[src/include/tcm_pkg.sv]
// Purpose: Shared constants and carriers of the trace condition matcher
// Assumes: 32-bit Avalon-MM register slave, byte addresses
// Notes:   One aligned word per register
package tcm_pkg;
    // ************************************************************
    // Register byte offsets
    // ************************************************************
    localparam logic [4:0] OFS_CTRL   = 5'h00;
    localparam logic [4:0] OFS_DVAL   = 5'h04;
    localparam logic [4:0] OFS_DMASK  = 5'h08;
    localparam logic [4:0] OFS_PINS   = 5'h0C;
    localparam logic [4:0] OFS_COUNT  = 5'h10;
    localparam logic [4:0] OFS_STATUS = 5'h14;
    localparam logic [4:0] OFS_IMASK  = 5'h18;
    localparam logic [4:0] OFS_REMAIN = 5'h1C;

    // ************************************************************
    // Field encodings and reset values
    // ************************************************************
    localparam logic [1:0]  TYPE_A     = 2'h0;
    localparam logic [1:0]  TYPE_B     = 2'h1;
    localparam logic [1:0]  TYPE_C     = 2'h2;
    localparam logic [1:0]  WID_BYTE   = 2'h0;
    localparam logic [1:0]  WID_WORD   = 2'h1;
    localparam logic [1:0]  WID_LONG   = 2'h2;
    localparam int          ST_MATCH   = 0;
    localparam int          ST_MET     = 1;
    localparam int          ST_W       = 2;
    localparam logic [31:0] CTRL_RST   = 32'h00000000;
    localparam logic [31:0] DMASK_RST  = 32'hFFFFFFFF;
    localparam logic [15:0] COUNT_RST  = 16'h0001;

    // Control word, bit 0 at the bottom
    typedef struct packed {
        logic [14:0] rsvd;
        logic        nmi_high;
        logic        nmi_en;
        logic        dir_write;
        logic        dir_en;
        logic        access_dma;
        logic        access_en;
        logic        data_not;
        logic        data_masked;
        logic [1:0]  lane;
        logic [1:0]  width;
        logic        data_en;
        logic        stop;
        logic [1:0]  ctype;
        logic        enable;
    } tcm_ctrl_s;

    // One target bus cycle with its side signals
    typedef struct packed {
        logic        valid;
        logic        write;
        logic        dma;
        logic [31:0] data;
        logic [3:0]  probe;
        logic        nmi;
        logic [7:0]  irq;
    } tcm_bus_s;
endpackage

[src/logic/tcm_matcher.sv]
// Purpose: Trace acquisition condition matcher for one channel
// Assumes: Target bus cycles arrive on core_clk_in, one valid per cycle
// Notes:   Address matching is done elsewhere
//
// What this block does
// - Select byte lane or word half compared
// - Compare 8, 16, 32 bits, exact or masked
// - Mask ignores excluded data bit positions
// - Inversion matches every value but the given
// - Restrict to data access or DMA cycles
// - Restrict to read only or write only
// - Direction check only for types a, b
// - Four probes compared per level, types a, b
// - Don't-care probe bits are excluded
// - Optional NMI high or low, types a, b
// - Eight request lines compared, types a, b
// - Don't-care request bits are excluded
// - Pass count 1 to 65535 before satisfied
// - Pass count only for stop, types a, b
// - Data compared only for types a, b
`timescale 1ns/1ns
module tcm_matcher #(
    parameter int COUNT_W = 16
) (
    input  wire logic              core_clk_in,
    input  wire logic              srst_in,
    input  wire logic [4:0]        avs_address_in,
    input  wire logic              avs_read_in,
    input  wire logic              avs_write_in,
    input  wire logic [31:0]       avs_writedata_in,
    input  wire logic [3:0]        avs_byteenable_in,
    output logic [31:0]            avs_readdata_out,
    output logic                   avs_waitrequest_out,
    input  wire tcm_pkg::tcm_bus_s bus_in,
    output logic                   match_out,
    output logic                   cond_met_out,
    output logic                   halted_out,
    output logic                   irq_out
);
    // ************************************************************
    // Parameter check
    // ************************************************************
    if (COUNT_W < 1 || COUNT_W > 16)
    begin : g_bad_w
        $error("COUNT_W must be 1 to 16");
    end

    // ************************************************************
    // Registers and bus slave
    // ************************************************************
    tcm_pkg::tcm_ctrl_s         ctrl;
    logic [31:0]                dval;
    logic [31:0]                dmask;
    logic [31:0]                pins;
    logic [COUNT_W-1:0]         count;
    logic [tcm_pkg::ST_W-1:0]   status;
    logic [tcm_pkg::ST_W-1:0]   imask;
    logic [COUNT_W-1:0]         remain;
    logic [COUNT_W-1:0]         load_val;
    logic                       ack;
    logic                       wr_go;
    logic                       rearm;
    logic [tcm_pkg::ST_W-1:0]   ev;
    logic [31:0]                next_rdata;

    // Apply byte enables to a stored word
    function automatic logic [31:0] be_merge(input logic [31:0] old,
                                             input logic [31:0] nw,
                                             input logic [3:0] be);
        logic [31:0] r;
        r = old;
        for (int i = 0; i < 4; i++)
        begin
            if (be[i])
            begin
                r[i*8 +: 8] = nw[i*8 +: 8];
            end
        end
        return r;
    endfunction

    // One wait state: the answer comes on the second edge of a request
    assign avs_waitrequest_out = (avs_read_in | avs_write_in) & ~ack;
    assign wr_go = avs_write_in & ack;
    // Writing the control or count register restarts the pass count
    assign rearm = wr_go && (avs_address_in == tcm_pkg::OFS_CTRL ||
                             avs_address_in == tcm_pkg::OFS_COUNT);
    // A count write reloads from the new value, not the stale one
    assign load_val = (avs_address_in == tcm_pkg::OFS_COUNT) ?
        COUNT_W'(be_merge(32'(count), avs_writedata_in, avs_byteenable_in))
        : count;

    always_ff @(posedge core_clk_in)
    begin
        if (srst_in)
        begin
            ack <= 1'b0;
        end
        else
        begin
            ack <= (avs_read_in | avs_write_in) & ~ack;
        end
    end

    // Read mux, unmapped offsets read as zero
    always_comb
    begin
        next_rdata = 32'h00000000;
        case (avs_address_in)
            tcm_pkg::OFS_CTRL:   next_rdata = ctrl;
            tcm_pkg::OFS_DVAL:   next_rdata = dval;
            tcm_pkg::OFS_DMASK:  next_rdata = dmask;
            tcm_pkg::OFS_PINS:   next_rdata = {8'h00, pins[23:0]};
            tcm_pkg::OFS_COUNT:  next_rdata = 32'(count);
            tcm_pkg::OFS_STATUS: next_rdata = 32'(status);
            tcm_pkg::OFS_IMASK:  next_rdata = 32'(imask);
            tcm_pkg::OFS_REMAIN: next_rdata = 32'(remain);
            default:             next_rdata = 32'h00000000;
        endcase
    end

    always_ff @(posedge core_clk_in)
    begin
        if (srst_in)
        begin
            avs_readdata_out <= 32'h00000000;
        end
        else if (avs_read_in && !ack)
        begin
            avs_readdata_out <= next_rdata;
        end
    end

    // Software-owned setup registers
    always_ff @(posedge core_clk_in)
    begin
        if (srst_in)
        begin
            ctrl  <= tcm_pkg::CTRL_RST;
            dval  <= 32'h00000000;
            dmask <= tcm_pkg::DMASK_RST;
            pins  <= 32'h00000000;
            count <= COUNT_W'(tcm_pkg::COUNT_RST);
            imask <= '0;
        end
        else if (wr_go)
        begin
            case (avs_address_in)
                tcm_pkg::OFS_CTRL:
                    ctrl <= be_merge(ctrl, avs_writedata_in,
                                     avs_byteenable_in) & 32'h0001FFFF;
                tcm_pkg::OFS_DVAL:
                    dval <= be_merge(dval, avs_writedata_in,
                                     avs_byteenable_in);
                tcm_pkg::OFS_DMASK:
                    dmask <= be_merge(dmask, avs_writedata_in,
                                      avs_byteenable_in);
                tcm_pkg::OFS_PINS:
                    pins <= be_merge(pins, avs_writedata_in,
                                     avs_byteenable_in) & 32'h00FFFFFF;
                tcm_pkg::OFS_COUNT:
                    count <= COUNT_W'(be_merge(32'(count), avs_writedata_in,
                                               avs_byteenable_in));
                tcm_pkg::OFS_IMASK:
                    imask <= avs_writedata_in[tcm_pkg::ST_W-1:0];
                default:
                    imask <= imask;
            endcase
        end
    end

    // ************************************************************
    // Condition evaluation
    // ************************************************************
    logic        type_ab;
    logic [31:0] lane_val;
    logic [31:0] lane_ref;
    logic [31:0] wmask;
    logic        data_eq;
    logic        data_ok;
    logic        access_ok;
    logic        dir_ok;
    logic        probe_ok;
    logic        nmi_ok;
    logic        irq_ok;
    logic        hit;
    logic        counting;

    assign type_ab = ctrl.ctype == tcm_pkg::TYPE_A ||
                     ctrl.ctype == tcm_pkg::TYPE_B;

    // Shift the chosen lane down; reference value sits in low bits
    always_comb
    begin
        lane_val = bus_in.data;
        wmask    = 32'hFFFFFFFF;
        case (ctrl.width)
            tcm_pkg::WID_BYTE:
            begin
                lane_val = bus_in.data >> {ctrl.lane, 3'h0};
                wmask    = 32'h000000FF;
            end
            tcm_pkg::WID_WORD:
            begin
                lane_val = bus_in.data >> {ctrl.lane[0], 4'h0};
                wmask    = 32'h0000FFFF;
            end
            default:
            begin
                lane_val = bus_in.data;
                wmask    = 32'hFFFFFFFF;
            end
        endcase
    end

    // Exact form compares every lane bit, masked form only mask ones
    assign lane_ref = ctrl.data_masked ? (wmask & dmask) : wmask;
    assign data_eq  = ((lane_val ^ dval) & lane_ref) == 32'h00000000;
    assign data_ok  = !ctrl.data_en || !type_ab ||
                      (data_eq ^ ctrl.data_not);
    assign access_ok = !ctrl.access_en ||
                       (bus_in.dma == ctrl.access_dma);
    assign dir_ok   = !ctrl.dir_en || !type_ab ||
                      (bus_in.write == ctrl.dir_write);
    assign probe_ok = !type_ab ||
                      ((bus_in.probe ^ pins[3:0]) & pins[7:4]) == 4'h0;
    assign nmi_ok   = !ctrl.nmi_en || !type_ab ||
                      (bus_in.nmi == ctrl.nmi_high);
    assign irq_ok   = !type_ab ||
                      ((bus_in.irq ^ pins[15:8]) & pins[23:16]) == 8'h00;
    assign hit = ctrl.enable && bus_in.valid && data_ok && access_ok &&
                 dir_ok && probe_ok && nmi_ok && irq_ok;
    // Pass counting is meaningful only for stop on types a and b
    assign counting = ctrl.stop && type_ab;

    // ************************************************************
    // Pass counter and outputs
    // ************************************************************
    always_ff @(posedge core_clk_in)
    begin
        if (srst_in)
        begin
            remain       <= COUNT_W'(tcm_pkg::COUNT_RST);
            halted_out   <= 1'b0;
            cond_met_out <= 1'b0;
            match_out    <= 1'b0;
        end
        else
        begin
            match_out    <= hit;
            cond_met_out <= 1'b0;
            if (rearm)
            begin
                // Zero would never expire, so it behaves as one
                remain     <= (load_val == '0) ? COUNT_W'(1) : load_val;
                halted_out <= 1'b0;
            end
            else if (!counting)
            begin
                cond_met_out <= hit;
            end
            else if (hit && !halted_out)
            begin
                if (remain <= COUNT_W'(1))
                begin
                    remain       <= '0;
                    halted_out   <= 1'b1;
                    cond_met_out <= 1'b1;
                end
                else
                begin
                    remain <= remain - COUNT_W'(1);
                end
            end
        end
    end

    // Sticky status, write one to clear, a new event wins
    assign ev[tcm_pkg::ST_MATCH] = hit;
    assign ev[tcm_pkg::ST_MET]   = counting ? (hit && !halted_out && !rearm
                                   && remain <= COUNT_W'(1))
                                   : (hit && !rearm);
    always_ff @(posedge core_clk_in)
    begin
        if (srst_in)
        begin
            status <= '0;
        end
        else
        begin
            status <= (status & ~((wr_go && avs_address_in ==
                        tcm_pkg::OFS_STATUS) ?
                        avs_writedata_in[tcm_pkg::ST_W-1:0] : '0)) | ev;
        end
    end
    assign irq_out = |(status & imask);

    // ************************************************************
    // Checks
    // ************************************************************
    match_and_a: assert property (@(posedge core_clk_in)
        disable iff (srst_in) !hit |=> !match_out)
        else $error("match without all parts true");
    invert_data_a: assert property (@(posedge core_clk_in)
        disable iff (srst_in) ctrl.data_en && ctrl.data_not && data_eq &&
        type_ab |=> !match_out) else $error("inverted data matched");
    type_c_free_a: assert property (@(posedge core_clk_in)
        disable iff (srst_in) ctrl.enable && bus_in.valid && !ctrl.access_en
        && ctrl.ctype == tcm_pkg::TYPE_C |=> match_out)
        else $error("type c cycle not matched");
    access_sel_a: assert property (@(posedge core_clk_in)
        disable iff (srst_in) ctrl.access_en && bus_in.dma != ctrl.access_dma
        |=> !match_out) else $error("wrong bus status matched");
    dir_sel_a: assert property (@(posedge core_clk_in)
        disable iff (srst_in) type_ab && ctrl.dir_en &&
        bus_in.write != ctrl.dir_write |=> !match_out)
        else $error("wrong direction matched");
    probe_care_a: assert property (@(posedge core_clk_in)
        disable iff (srst_in) type_ab &&
        ((bus_in.probe ^ pins[3:0]) & pins[7:4]) != 4'h0 |=> !match_out)
        else $error("probe mismatch matched");
    irq_care_a: assert property (@(posedge core_clk_in)
        disable iff (srst_in) type_ab &&
        ((bus_in.irq ^ pins[15:8]) & pins[23:16]) != 8'h00 |=> !match_out)
        else $error("request line mismatch matched");
    nmi_level_a: assert property (@(posedge core_clk_in)
        disable iff (srst_in) type_ab && ctrl.nmi_en &&
        bus_in.nmi != ctrl.nmi_high |=> !match_out)
        else $error("nmi level mismatch matched");
    pass_zero_a: assert property (@(posedge core_clk_in)
        disable iff (srst_in) counting && !rearm && hit && !halted_out &&
        remain > COUNT_W'(1) |=> !cond_met_out &&
        remain == $past(remain) - COUNT_W'(1))
        else $error("pass count expired early");
    range_pass_a: assert property (@(posedge core_clk_in)
        disable iff (srst_in) !counting && !rearm && hit |=> cond_met_out)
        else $error("uncounted match not passed");
    halt_hold_a: assert property (@(posedge core_clk_in)
        disable iff (srst_in) counting && halted_out && !rearm
        |=> !cond_met_out) else $error("met again after halt");
endmodule

[config.mk]
export PLATFORM = sky130hd
export DESIGN_NAME = tcm_matcher
export DESIGN_NICKNAME = d
export VERILOG_FILES = /design/src/include/tcm_pkg.sv /design/src/logic/tcm_matcher.sv
export SDC_FILE = /design/constraint.sdc
export NUM_CORES = 1
export LEC_CHECK = 0
export BUFFER_PORTS_ARGS = -buffer_cell sky130_fd_sc_hd__clkbuf_2
export CAP_MARGIN = 20
export CELL_PAD_IN_SITES_DETAIL_PLACEMENT = 2
export CELL_PAD_IN_SITES_GLOBAL_PLACEMENT = 2
export CORE_MARGIN = 2
export CORE_UTILIZATION = 32
export DETAILED_ROUTE_END_ITERATION = 6
export PLACE_DENSITY = 0.87
export SYNTH_ARGS = -nofsm -noshare
export SYNTH_HDL_FRONTEND = slang
export SYNTH_SLANG_ARGS = --single-unit
[constraint.sdc]
create_clock -name core_clk_in -period 2.8 [get_ports core_clk_in]
set_input_delay 0 -clock core_clk_in [delete_from_list [all_inputs] [get_ports core_clk_in]]
set_output_delay 0 -clock core_clk_in [all_outputs]
set_load 0.01 [all_outputs]
-- Yosys cells after proc, flatten, opt, wreduce, memory -nomap -nowiden
Index checks and enable logic that the tools add are counted.
- latch bits: 0
- output and inout port bits: 37
- memories kept: 0
- bits in registers: 177
- memory bits (writable): 0
- ROM bits: 0
- input bits: 93
- reductions and logical operators: 62
- divide/modulo/power cells: 0
- shift operators: 2
- $mul: 0
- magnitude comparators: 1
- equal/unequal tests: 12
- bitwise logic cells: 16
- mux-type cells: 17
- add/sub/neg operators: 1
- operators with widths (cell ; number):
    32-bit case mux with 8 select lines ; 1
    32-bit case mux with 2 select lines ; 2
    16-bit two-way mux ; 6
    32-bit bitwise AND ; 2
    32-bit by 5-bit right shift with 32-bit output ; 2
    3-bit AND reduction ; 15
    32-bit logical NOT ; 1
    32-bit two-way mux ; 1
    32-bit bitwise XOR ; 1
    5-bit == test, second input constant ; 4
    16-bit by 1-bit <= comparator with 1-bit output, second input constant ; 1
    16-bit logical NOT ; 1
    8-bit two-way mux ; 2
    16-bit by 1-bit subtractor with 16-bit output, second input constant ; 1
    1-bit logical AND ; 15
    1-bit logical OR ; 11
    5-bit by 4-bit == test with 1-bit output, second input constant ; 2
    8-bit bitwise AND ; 1
    1-bit logical NOT ; 8
    8-bit logical NOT ; 1
    8-bit bitwise XOR ; 1
    5-bit by 3-bit == test with 1-bit output, second input constant ; 1
    5-bit logical NOT ; 1
    2-bit bitwise AND ; 2
    other kinds (17) ; 28

-- Depth between registers and ports, before layout
Gate-level depths: netlist of the first run.
- depth in word-level cells: 19
- mapped depth: 15

-- Worst setup path after synthesis of the first run
No wires, ideal clock.
- kind: register to register
- start point: register ctrl[5] (netlist name)
- end point: register remain[9]
- setup slack: -0.311 ns
- arrival: 2.989 ns
- path buffers: 3
- library setup time: 0.122 ns
- cell stages (with the launch flop): 14
- data required time: 2.678 ns
- path through: dfxtp_1 > buf_6 > nand2b_1 > a21oi_1 > clkbuf_1 > o221ai_1 > xor2_1 > a21oi_1 > o41a_1 > o31a_1 > o311ai_4 > buf_4 > nor3_1 > a311o_1
- longest elaborated chain between the ends: 17
- ends and longest elaborated chain (what ; RTL line ; RTL):
    from (decl) ; tcm_matcher.sv:51 ; tcm_pkg::tcm_ctrl_s ctrl;
    from (signal assigned) ; tcm_matcher.sv:139 ; ctrl <= tcm_pkg::CTRL_RST;
    from (signal assigned) ; tcm_matcher.sv:150 ; ctrl <= be_merge(ctrl, avs_writedata_in,
    2-bit by 1-bit == test with 1-bit output / 2-bit logical NOT (equally long branches) ; tcm_matcher.sv:197 ; case (ctrl.width)
    32-bit case mux with 2 select lines ; tcm_matcher.sv:197 ;
    32-bit bitwise AND ; tcm_matcher.sv:217 ; assign lane_ref = ctrl.data_masked ? (wmask & dmask) : wmask;
    32-bit two-way mux ; tcm_matcher.sv:217 ;
    32-bit bitwise AND (*) ; tcm_matcher.sv:218 ; assign data_eq = ((lane_val ^ dval) & lane_ref) == 32'h00000000;
    32-bit logical NOT (*) ; tcm_matcher.sv:218 ;
    1-bit bitwise XOR (*) ; tcm_matcher.sv:220 ; (data_eq ^ ctrl.data_not);
    1-bit logical OR (*) ; tcm_matcher.sv:219 ; assign data_ok = !ctrl.data_en || !type_ab ||
    1-bit logical AND (*) (3 in series) ; tcm_matcher.sv:231 ; assign hit = ctrl.enable && bus_in.valid && data_ok && access_ok &&
    1-bit logical AND (*) (3 in series) ; tcm_matcher.sv:232 ; dir_ok && probe_ok && nmi_ok && irq_ok;
    1-bit logical AND (*) ; tcm_matcher.sv:262 ; else if (hit && !halted_out)
    2-bit nonzero test (no source line) (*) ; -- ;
    2-bit AND reduction (no source line) (*) ; -- ;
    to (signal assigned) ; tcm_matcher.sv:243 ; remain <= COUNT_W'(tcm_pkg::COUNT_RST);
    to (signal assigned) ; tcm_matcher.sv:255 ; remain <= (load_val == '0) ? COUNT_W'(1) : load_val;
    to (signal assigned) ; tcm_matcher.sv:272 ; remain <= remain - COUNT_W'(1);
    to (decl) ; tcm_matcher.sv:58 ; logic [COUNT_W-1:0] remain;
Mark *: on every way between the ends. The rest lies on a longest branch, timed or not.
A chain may end at the register's enable or synchronous reset.

-- Worst setup path in the final report of the first run
- start point: register ctrl[9] (netlist name)
- end point: register remain[7]
- longest elaborated chain between the ends: 14
- ends and longest elaborated chain (what ; RTL line):
    32-bit two-way mux ; tcm_matcher.sv:217
    32-bit bitwise AND ; tcm_matcher.sv:218
    32-bit logical NOT ; tcm_matcher.sv:218
    1-bit bitwise XOR ; tcm_matcher.sv:220
    1-bit logical OR ; tcm_matcher.sv:219
    1-bit logical AND (3 in series) ; tcm_matcher.sv:231
    1-bit logical AND (3 in series) ; tcm_matcher.sv:232
    1-bit logical AND ; tcm_matcher.sv:262
    2-bit nonzero test (no source line) ; --
    2-bit AND reduction (no source line) ; --
Every way passes these cells.

==> qor.yml, run 1 <==
global_routing:
  gr-usage-all-layers_pct: 34.01
  grt_pass1_wl_mm: 79.94
  grt_start_max_net_pins: 87
  overflow: 0
  grt_pass1_vias: 12268
  antenna_found_initial: 1
placement:
  place.gp.congestion: 0.9648
  portBuffers: 129
  dp_hpwl_mm: 35.56
  dpl_cell_area_um2: 11750
  placedCellCount: 1744
critical_path:
  cpPeakStageDelay_ps: 500
  crit_path_end: "remain[7]"
  r2r-end: "remain[7]"
  worst-path-stages: 15
  slowest_stage: "or4b_4"
  ff2ff_path_depth: 15
  critical_path_class: "reg -> reg"
  cp-start-kind: "flip-flop"
  end_kind: "flip-flop"
  path_common_cell: "buf_4"
  path_buf_inv: 6
  reg2reg_slack_ps: -1140
  crit_start: "ctrl[9]"
  crit_chain: "inv_4 > buf_6 > o21ai_0 > buf_4 > nand4_1 > o41ai_4 > buf_4 > nor4bb_4 > nand4_1 > buf_4 > nor4_4 > o311ai_4 > buf_6 > or4b_4 > a31oi_1"
  critPathTopFamily: "simple AND/OR/NAND/NOR gates"
  r2r_start: "ctrl[9]"
  cp.required_ps: 3170
  crit_arrival_ps: 4310
  critPathMaxFanout: 11
clock_tree:
  clock-root-buffer: "clkbuf_16"
  clock_path_buffers: 2
  cts_max_level: 4
  clk_pin_slew_worst_paths_ps: 90
  numCtsBuffers: 17
  insertion_delay_ps: 480
  clock-sinks: 177
  cts_tree: "done"
timing:
  tightest_slew_ps: 841.5
  hold_viol: 0
  slew_headroom_pct: 43.90
  fmax_mhz: 254.1
  finalCriticalPeriod_ps: 3935
  finalSetupViolations: 21
  setup_ws_ps: -1135
  skew_ps: 22.59
  period_share_pct: 140.6
  maxSlewViolCount: 0
  rsz0062_at_grt: "yes"
floorplan:
  die_h_um: 178.4
  core_um2: 29800
  die-area_um2: 31820
  core.rowCount: 63
  start_util_pct: 32.66
  io_pins: 130
  die_w_um: 178.4
cells_and_area:
  finish.instance_area_um2: 13150
  nets: 1515
  final_cell_count_no_fill: 1824
  drive_gt1_share_pct: 28.26
  syn_to_final_growth_pct: 35.13
route:
  drc: 0
  via_per_inst: 6.218
  drt-pass1-iter-count: 5
  wl_per_cell_um: 30.36
  num_vias: 11341
  drtIter0Drc: 1074
  ant_nets: 0
  wirelength_mm: 55.37
status:
  violations: "setup timing"
  status: "finished, violations left"
synthesis:
  synth_fa_ha_area_share_pct: 0.2572
  yosys.area_share.simple_pct: 20.79
  synth_edf_count: 0
  ys_ff_latch: 177
  avgSynthCellArea_um2: 8.374
  yosys.area_share.xor_xnor_pct: 3.780
  synthArstFlopShare_pct: 0
  ys.flop_type: "dfxtp_1"
  synthDistinctLibCells: 77
  synth_top_family_by_area: "compound AO/OA/AOI/OAI gates"
  synth_area_um2: 9731
  syn-instance-count: 1162
  synthMuxAreaShare_pct: 12.02
  synth_compound_area_share_pct: 22.32
  syn_nets: 1257
  seq_area_frac_synth_pct: 36.42
  yosys_warnings: 0
power:
  total_power_uw: 5962
  powerDensity_nw_per_um2: 453.5
  p_leak_uw: 0.005066
  vdd_drop_max_mv: 0.3997
hold_path:
  holdCritPathClass: "in -> reg"
flow_run:
  max-cap-violations: 0
## cell usage in the layout (no fill, tap or decap), drive strengths merged, types with 10 or more instances in the layout
cell	count
nor3	25
dfxtp	177
nor2	168
nand2b	14
mux2	15
a22o	20
inv	30
xor2	38
nand2	118
a221oi	10
o21ai	40
a21oi	36
mux2i	100
dlygate4sd3	34
o221ai	18
nand3	17
a211o	28
buf	158
a22oi	57
clkbuf	145
a31oi	15
nor2b	28
## logic make-up (layout without fill, tap and decap cells)
group	Yosys count	count (layout)
other	0	1
AO/OA/AOI/OAI	289	289
AND/OR/NAND/NOR	433	433
multiplexers	115	115
XOR/XNOR	42	42
flip-flops	177	177
adder cells (fa/ha/maj)	2	2
buffers and inverters	104	375
## Yosys cell counts (7+ instances only)
cell type,count,area share (%)
nor2b_1,28,1.8
mux2_2,15,1.7
a22o_1,20,1.8
nand2b_1,14,0.90
nor2_1,168,6.5
nand3_1,17,0.87
dfxtp_1,177,36
inv_1,21,0.81
nor4_1,8,0.51
or3_1,9,0.58
nand4_1,7,0.45
a31oi_1,15,0.96
clkbuf_1,67,2.6
o21ai_0,39,2.0
o221ai_1,18,1.6
a221oi_1,8,0.72
nand2_1,118,4.6
a211o_1,28,2.5
a21oi_1,36,1.9
xor2_1,38,3.4
nor3_1,25,1.3
mux2i_1,100,10
a22oi_1,57,4.4
## registers in the layout (all words and copies together), names as in the netlist
signal,cells
ack,1
avs_readdata_out,32
cond_met_out,1
count,16
ctrl,17
dmask,32
dval,32
halted_out,1
imask,2
match_out,1
pins,24
remain,16
status,2
## metrics by stage
| stage | setup TNS, ps | hold WS [ps] | util [%] | worst slack (ps) |
|---|---|---|---|---|
| final | -20710 | 19.84 | 44.13 | -1135 |
| after global routing | -22800 | 38.66 | 44.13 | -1228 |
| after CTS | -12780 | 19.49 | 43.59 | -715.9 |
| after detailed placement | -20260 | 232.2 | 39.42 | -1112 |
| after global placement | -11210 | 226.7 | 39.42 | -677.9 |
| after floorplan | -1300 | 117.8 | - | -192.4 |
## worst register-to-register path, delay by kind of cell, from the launching register on
family	cells	cell delay, ps
buffers and inverters	6	960
AO/OA/AOI/OAI	4	1050
flip-flops	1	390
AND/OR/NAND/NOR	5	1450
## metal layers
layer / global-route usage, % / up-vias / wire (um)
met1: 40.27 / 5730 / 21560
li1: - / 4756 / -
met5: 0 / - / 0
met4: 23.34 / 0 / 4049
met2: 56.98 / 609 / 26430
met3: 4.668 / 246 / 3338
## worst min path at each step
stage | start | endpoint | slack (ps) | cells past startpoint
after floorplan | avs_writedata_in[11] | dmask[11] | 120 | 1
after global placement | avs_writedata_in[29] | dmask[29] | 230 | 2
after detailed placement | avs_writedata_in[29] | dmask[29] | 230 | 2
after CTS | srst_in | avs_readdata_out[1] | 20 | 2
after global routing | srst_in | avs_readdata_out[1] | 40 | 2
final | srst_in | avs_readdata_out[8] | 20 | 2
## timing repair
action	4_1_cts	5_1_grt
pin swaps	21	18
hold endpoints to repair	94	0
hold buffers	34	0
cloned	2	0
gates resized for setup	52	29
buffers inserted	9	4
setup endpoints to repair	21	21
## where the power goes
part	internal, uW	total (uW)	switching (uW)
Sequential	2520	2540	19.3
Clock	1390	2740	1350
Combinational	237	680	443
Total	4150	5960	1820
## area by class of cell
class                   count  area [um2]
inverters                  23       90.09
clock inverters            15       214.0
repair buffers            320        2277
flip-flops and latches    177        3560
fillers                  3318       16650
diodes                      1       2.502
well taps                 390       488.0
multi-input cells         881        6092
clock buffers              17       425.4
Note: power is estimated with default switching activity, not from simulation.
==> run 2, diff against run 1 <==
--- a/config.mk
+++ b/config.mk
@@ -9,6 +9,7 @@
 export CAP_MARGIN = 20
 export CELL_PAD_IN_SITES_DETAIL_PLACEMENT = 2
 export CELL_PAD_IN_SITES_GLOBAL_PLACEMENT = 2
+export CORE_ASPECT_RATIO = 1.2
 export CORE_MARGIN = 2
 export CORE_UTILIZATION = 32
 export DETAILED_ROUTE_END_ITERATION = 6
==> run 2 against run 1 <==
  * The run still ends with setup timing left
  * Final area grew 3.5%
  * Critical path type unchanged
  * Sequential power about the same
  * Die area barely moved
  * Worst hold slack improved by 98 ps
  * Clock skew rose by 2.5 ps
  * Flip-flop and latch count unchanged
  * Fmax shrank 5.8%
  * Largest power group unchanged
  * Count of clock-buffer cells in the layout up 1
  * Combinational power increased by 11%
  * Wire length is 22% higher
  * Clock power is 3% higher
==> qor.yml, run 2 (same netlist as run 1, synthesis figures left out) <==
clock_tree:
  insertion_delay_ps: 500  # +20 ps
  clock-sinks: 177  # unchanged
  clk_pin_slew_worst_paths_ps: 90  # about the same
  numCtsBuffers: 17  # unchanged
  clock-root-buffer: "clkbuf_16"
  cts_max_level: 4  # unchanged
  cts_tree: "done"
  clock_path_buffers: 2  # unchanged
critical_path:
  cp-start-kind: "flip-flop"
  critical_path_class: "reg -> reg"
  crit_arrival_ps: 4560  # +250 ps
  end_kind: "flip-flop"
  cp.required_ps: 3180  # about the same
  critPathMaxFanout: 11  # unchanged
timing:
  finalCriticalPeriod_ps: 4178  # +242.2 ps
  tightest_slew_ps: 975.6  # +134.0 ps
  slew_headroom_pct: 34.61  # -9.3 points
  finalSetupViolations: 21  # unchanged
  maxSlewViolCount: 0  # unchanged
  setup_ws_ps: -1378  # -242.2 ps
  hold_viol: 0  # unchanged
  period_share_pct: 149.2  # +8.7 points
  hold_ws_ps: 118.3  # +98.45 ps
  skew_ps: 25.06  # +2.475 ps
  fmax_mhz: 239.4  # -5.8%
  rsz0062_at_grt: "yes"
cells_and_area:
  syn_to_final_growth_pct: 39.81
  nets: 1526  # +0.73%
  drive_gt1_share_pct: 30.82  # +2.6 points
  layout_commonest_cell: "dfxtp_1"
  final_util_pct: 45.68  # +1.5 points
  final_cell_mix: "dfxtp_1 (172), nor2_1 (164), buf_4 (144), clkbuf_2 (128), nand2_1 (115)"
  largestRegisters: "avs_readdata_out x32, dmask x32, dval x32"
  finish.instance_area_um2: 13600  # +3.5%
  fill_cells: 3206  # -3.4%
placement:
  dp_hpwl_mm: 36.05  # +1.4%
  portBuffers: 129  # unchanged
  dpl_cell_area_um2: 11730  # -0.17%
  place.gp.congestion: 0.8772  # -9.1%
  place_ws_ps: -918.9  # +193.3 ps
route:
  wl_per_cell_um: 36.80  # +21%
  drc: 0  # unchanged
  drt-pass1-iter-count: 7  # +2
  ant_nets: 0  # unchanged
  drtIter0Drc: 1531  # +43%
  via_per_inst: 6.650  # +7.0%
  num_vias: 12216  # +7.7%
  wirelength_mm: 67.61  # +22%
power:
  p_leak_uw: 0.005178  # +2.2%
  vdd_drop_max_mv: 0.3100  # -22%
  powerDensity_nw_per_um2: 450.2  # -0.72%
floorplan:
  io_pins: 130  # unchanged
  die_h_um: 195.0  # +9.3%
  die-area_um2: 31820  # about the same
  start_util_pct: 32.67  # about the same
  core_um2: 29780  # about the same
  core.rowCount: 69  # +9.5%
  die_w_um: 163.2  # -8.5%
flow_run:
  max-cap-violations: 0  # unchanged
status:
  status: "finished, violations left"
  violations: "setup timing"
global_routing:
  grt_pass1_wl_mm: 87.46  # +9.4%
  gr-usage-all-layers_pct: 37.25  # +3.2 points
  overflow: 0  # unchanged
  grt_pass1_vias: 12923  # +5.3%
  antenna_found_initial: 7  # +6
  grt_start_max_net_pins: 59  # -32%
hold_path:
  holdCritPathClass: "in -> reg"
## run 2: changes by cell type in the layout (fill, tap and decap cells not counted), moves of 5 or more
cell	previous run	this run
buf_6	16	11
clkinvlp_4	0	5
buf_12	4	9
buf_4	138	144
o21ai_0	29	19
## run 2: layer usage
layer  wire length (um)  global-route usage (%)  vias up
met1              23590                   40.23     6051
met3               5789                   9.133      445
met4               7183                   28.38        6
li1                   -                       -     4787
met5                 42                       0        -
met2              31000                   62.32      927
## run 2: path summary, 6_finish.rpt
kind                                              to  cells past startpoint         startpoint  slack [ps]
worst max-delay path                       remain[3]                     16            ctrl[9]       -1380
worst min-delay path            avs_readdata_out[30]                      4  avs_address_in[0]         120
worst max register to register             remain[3]                     16            ctrl[9]       -1380
worst min register to register                   ack                      1                ack         490
## run 2: critical path: stages (launching register included)
cell,delay (ps)
dfxtp_4,390
clkinvlp_4,130
buf_12,170
o21ai_1,210
nand4_1,190
o41ai_2,410
buf_4,190
nor4bb_4,230
nand4_1,190
buf_4,180
o31a_1,390
o311ai_4,530
buf_12,180
buf_12,130
buf_6,110
o41ai_2,90
a221oi_2,320
## run 2: what timing repair did
item                       in CTS  in global routing
hold endpoints to repair      105                  0
setup buffers                  23                  6
hold buffers                   35                  0
cloned                          1                  1
resized for setup              83                 57
pin swaps                      12                 16
setup endpoints to repair      21                 21
## run 2: layout make-up
type / count / area [um2] / share of cell area [%]
diodes: 3 / 7.507 / 0.05518
clock buffers: 18 / 439.2 / 3.228
clock inverters: 14 / 201.4 / 1.481
inverters: 23 / 93.84 / 0.6898
multi-input cells: 881 / 6366 / 46.79
flip-flops and latches: 177 / 3562 / 26.18
well taps: 390 / 488.0 / 3.587
repair buffers: 331 / 2446 / 17.98
## run 2: per-stage QoR
stage               std cells  setup TNS, ps  total power [uW]
finish                   1837         -23550              6124
global route             1836         -24330              6211
CTS                      1828         -11630              5943
detailed placement       1738         -16100              3181
global placement         1738         -13440              3155
floorplan                1162          -1300              2871
## run 2: power by group
| part | leakage, uW | switching, uW | internal [uW] |
|---|---|---|---|
| clock | 0.000301 | 1290 | 1530 |
| sequential | 0.00143 | 19.9 | 2520 |
| combinational | 0.00345 | 507 | 250 |
| total | 0.00518 | 1820 | 4310 |
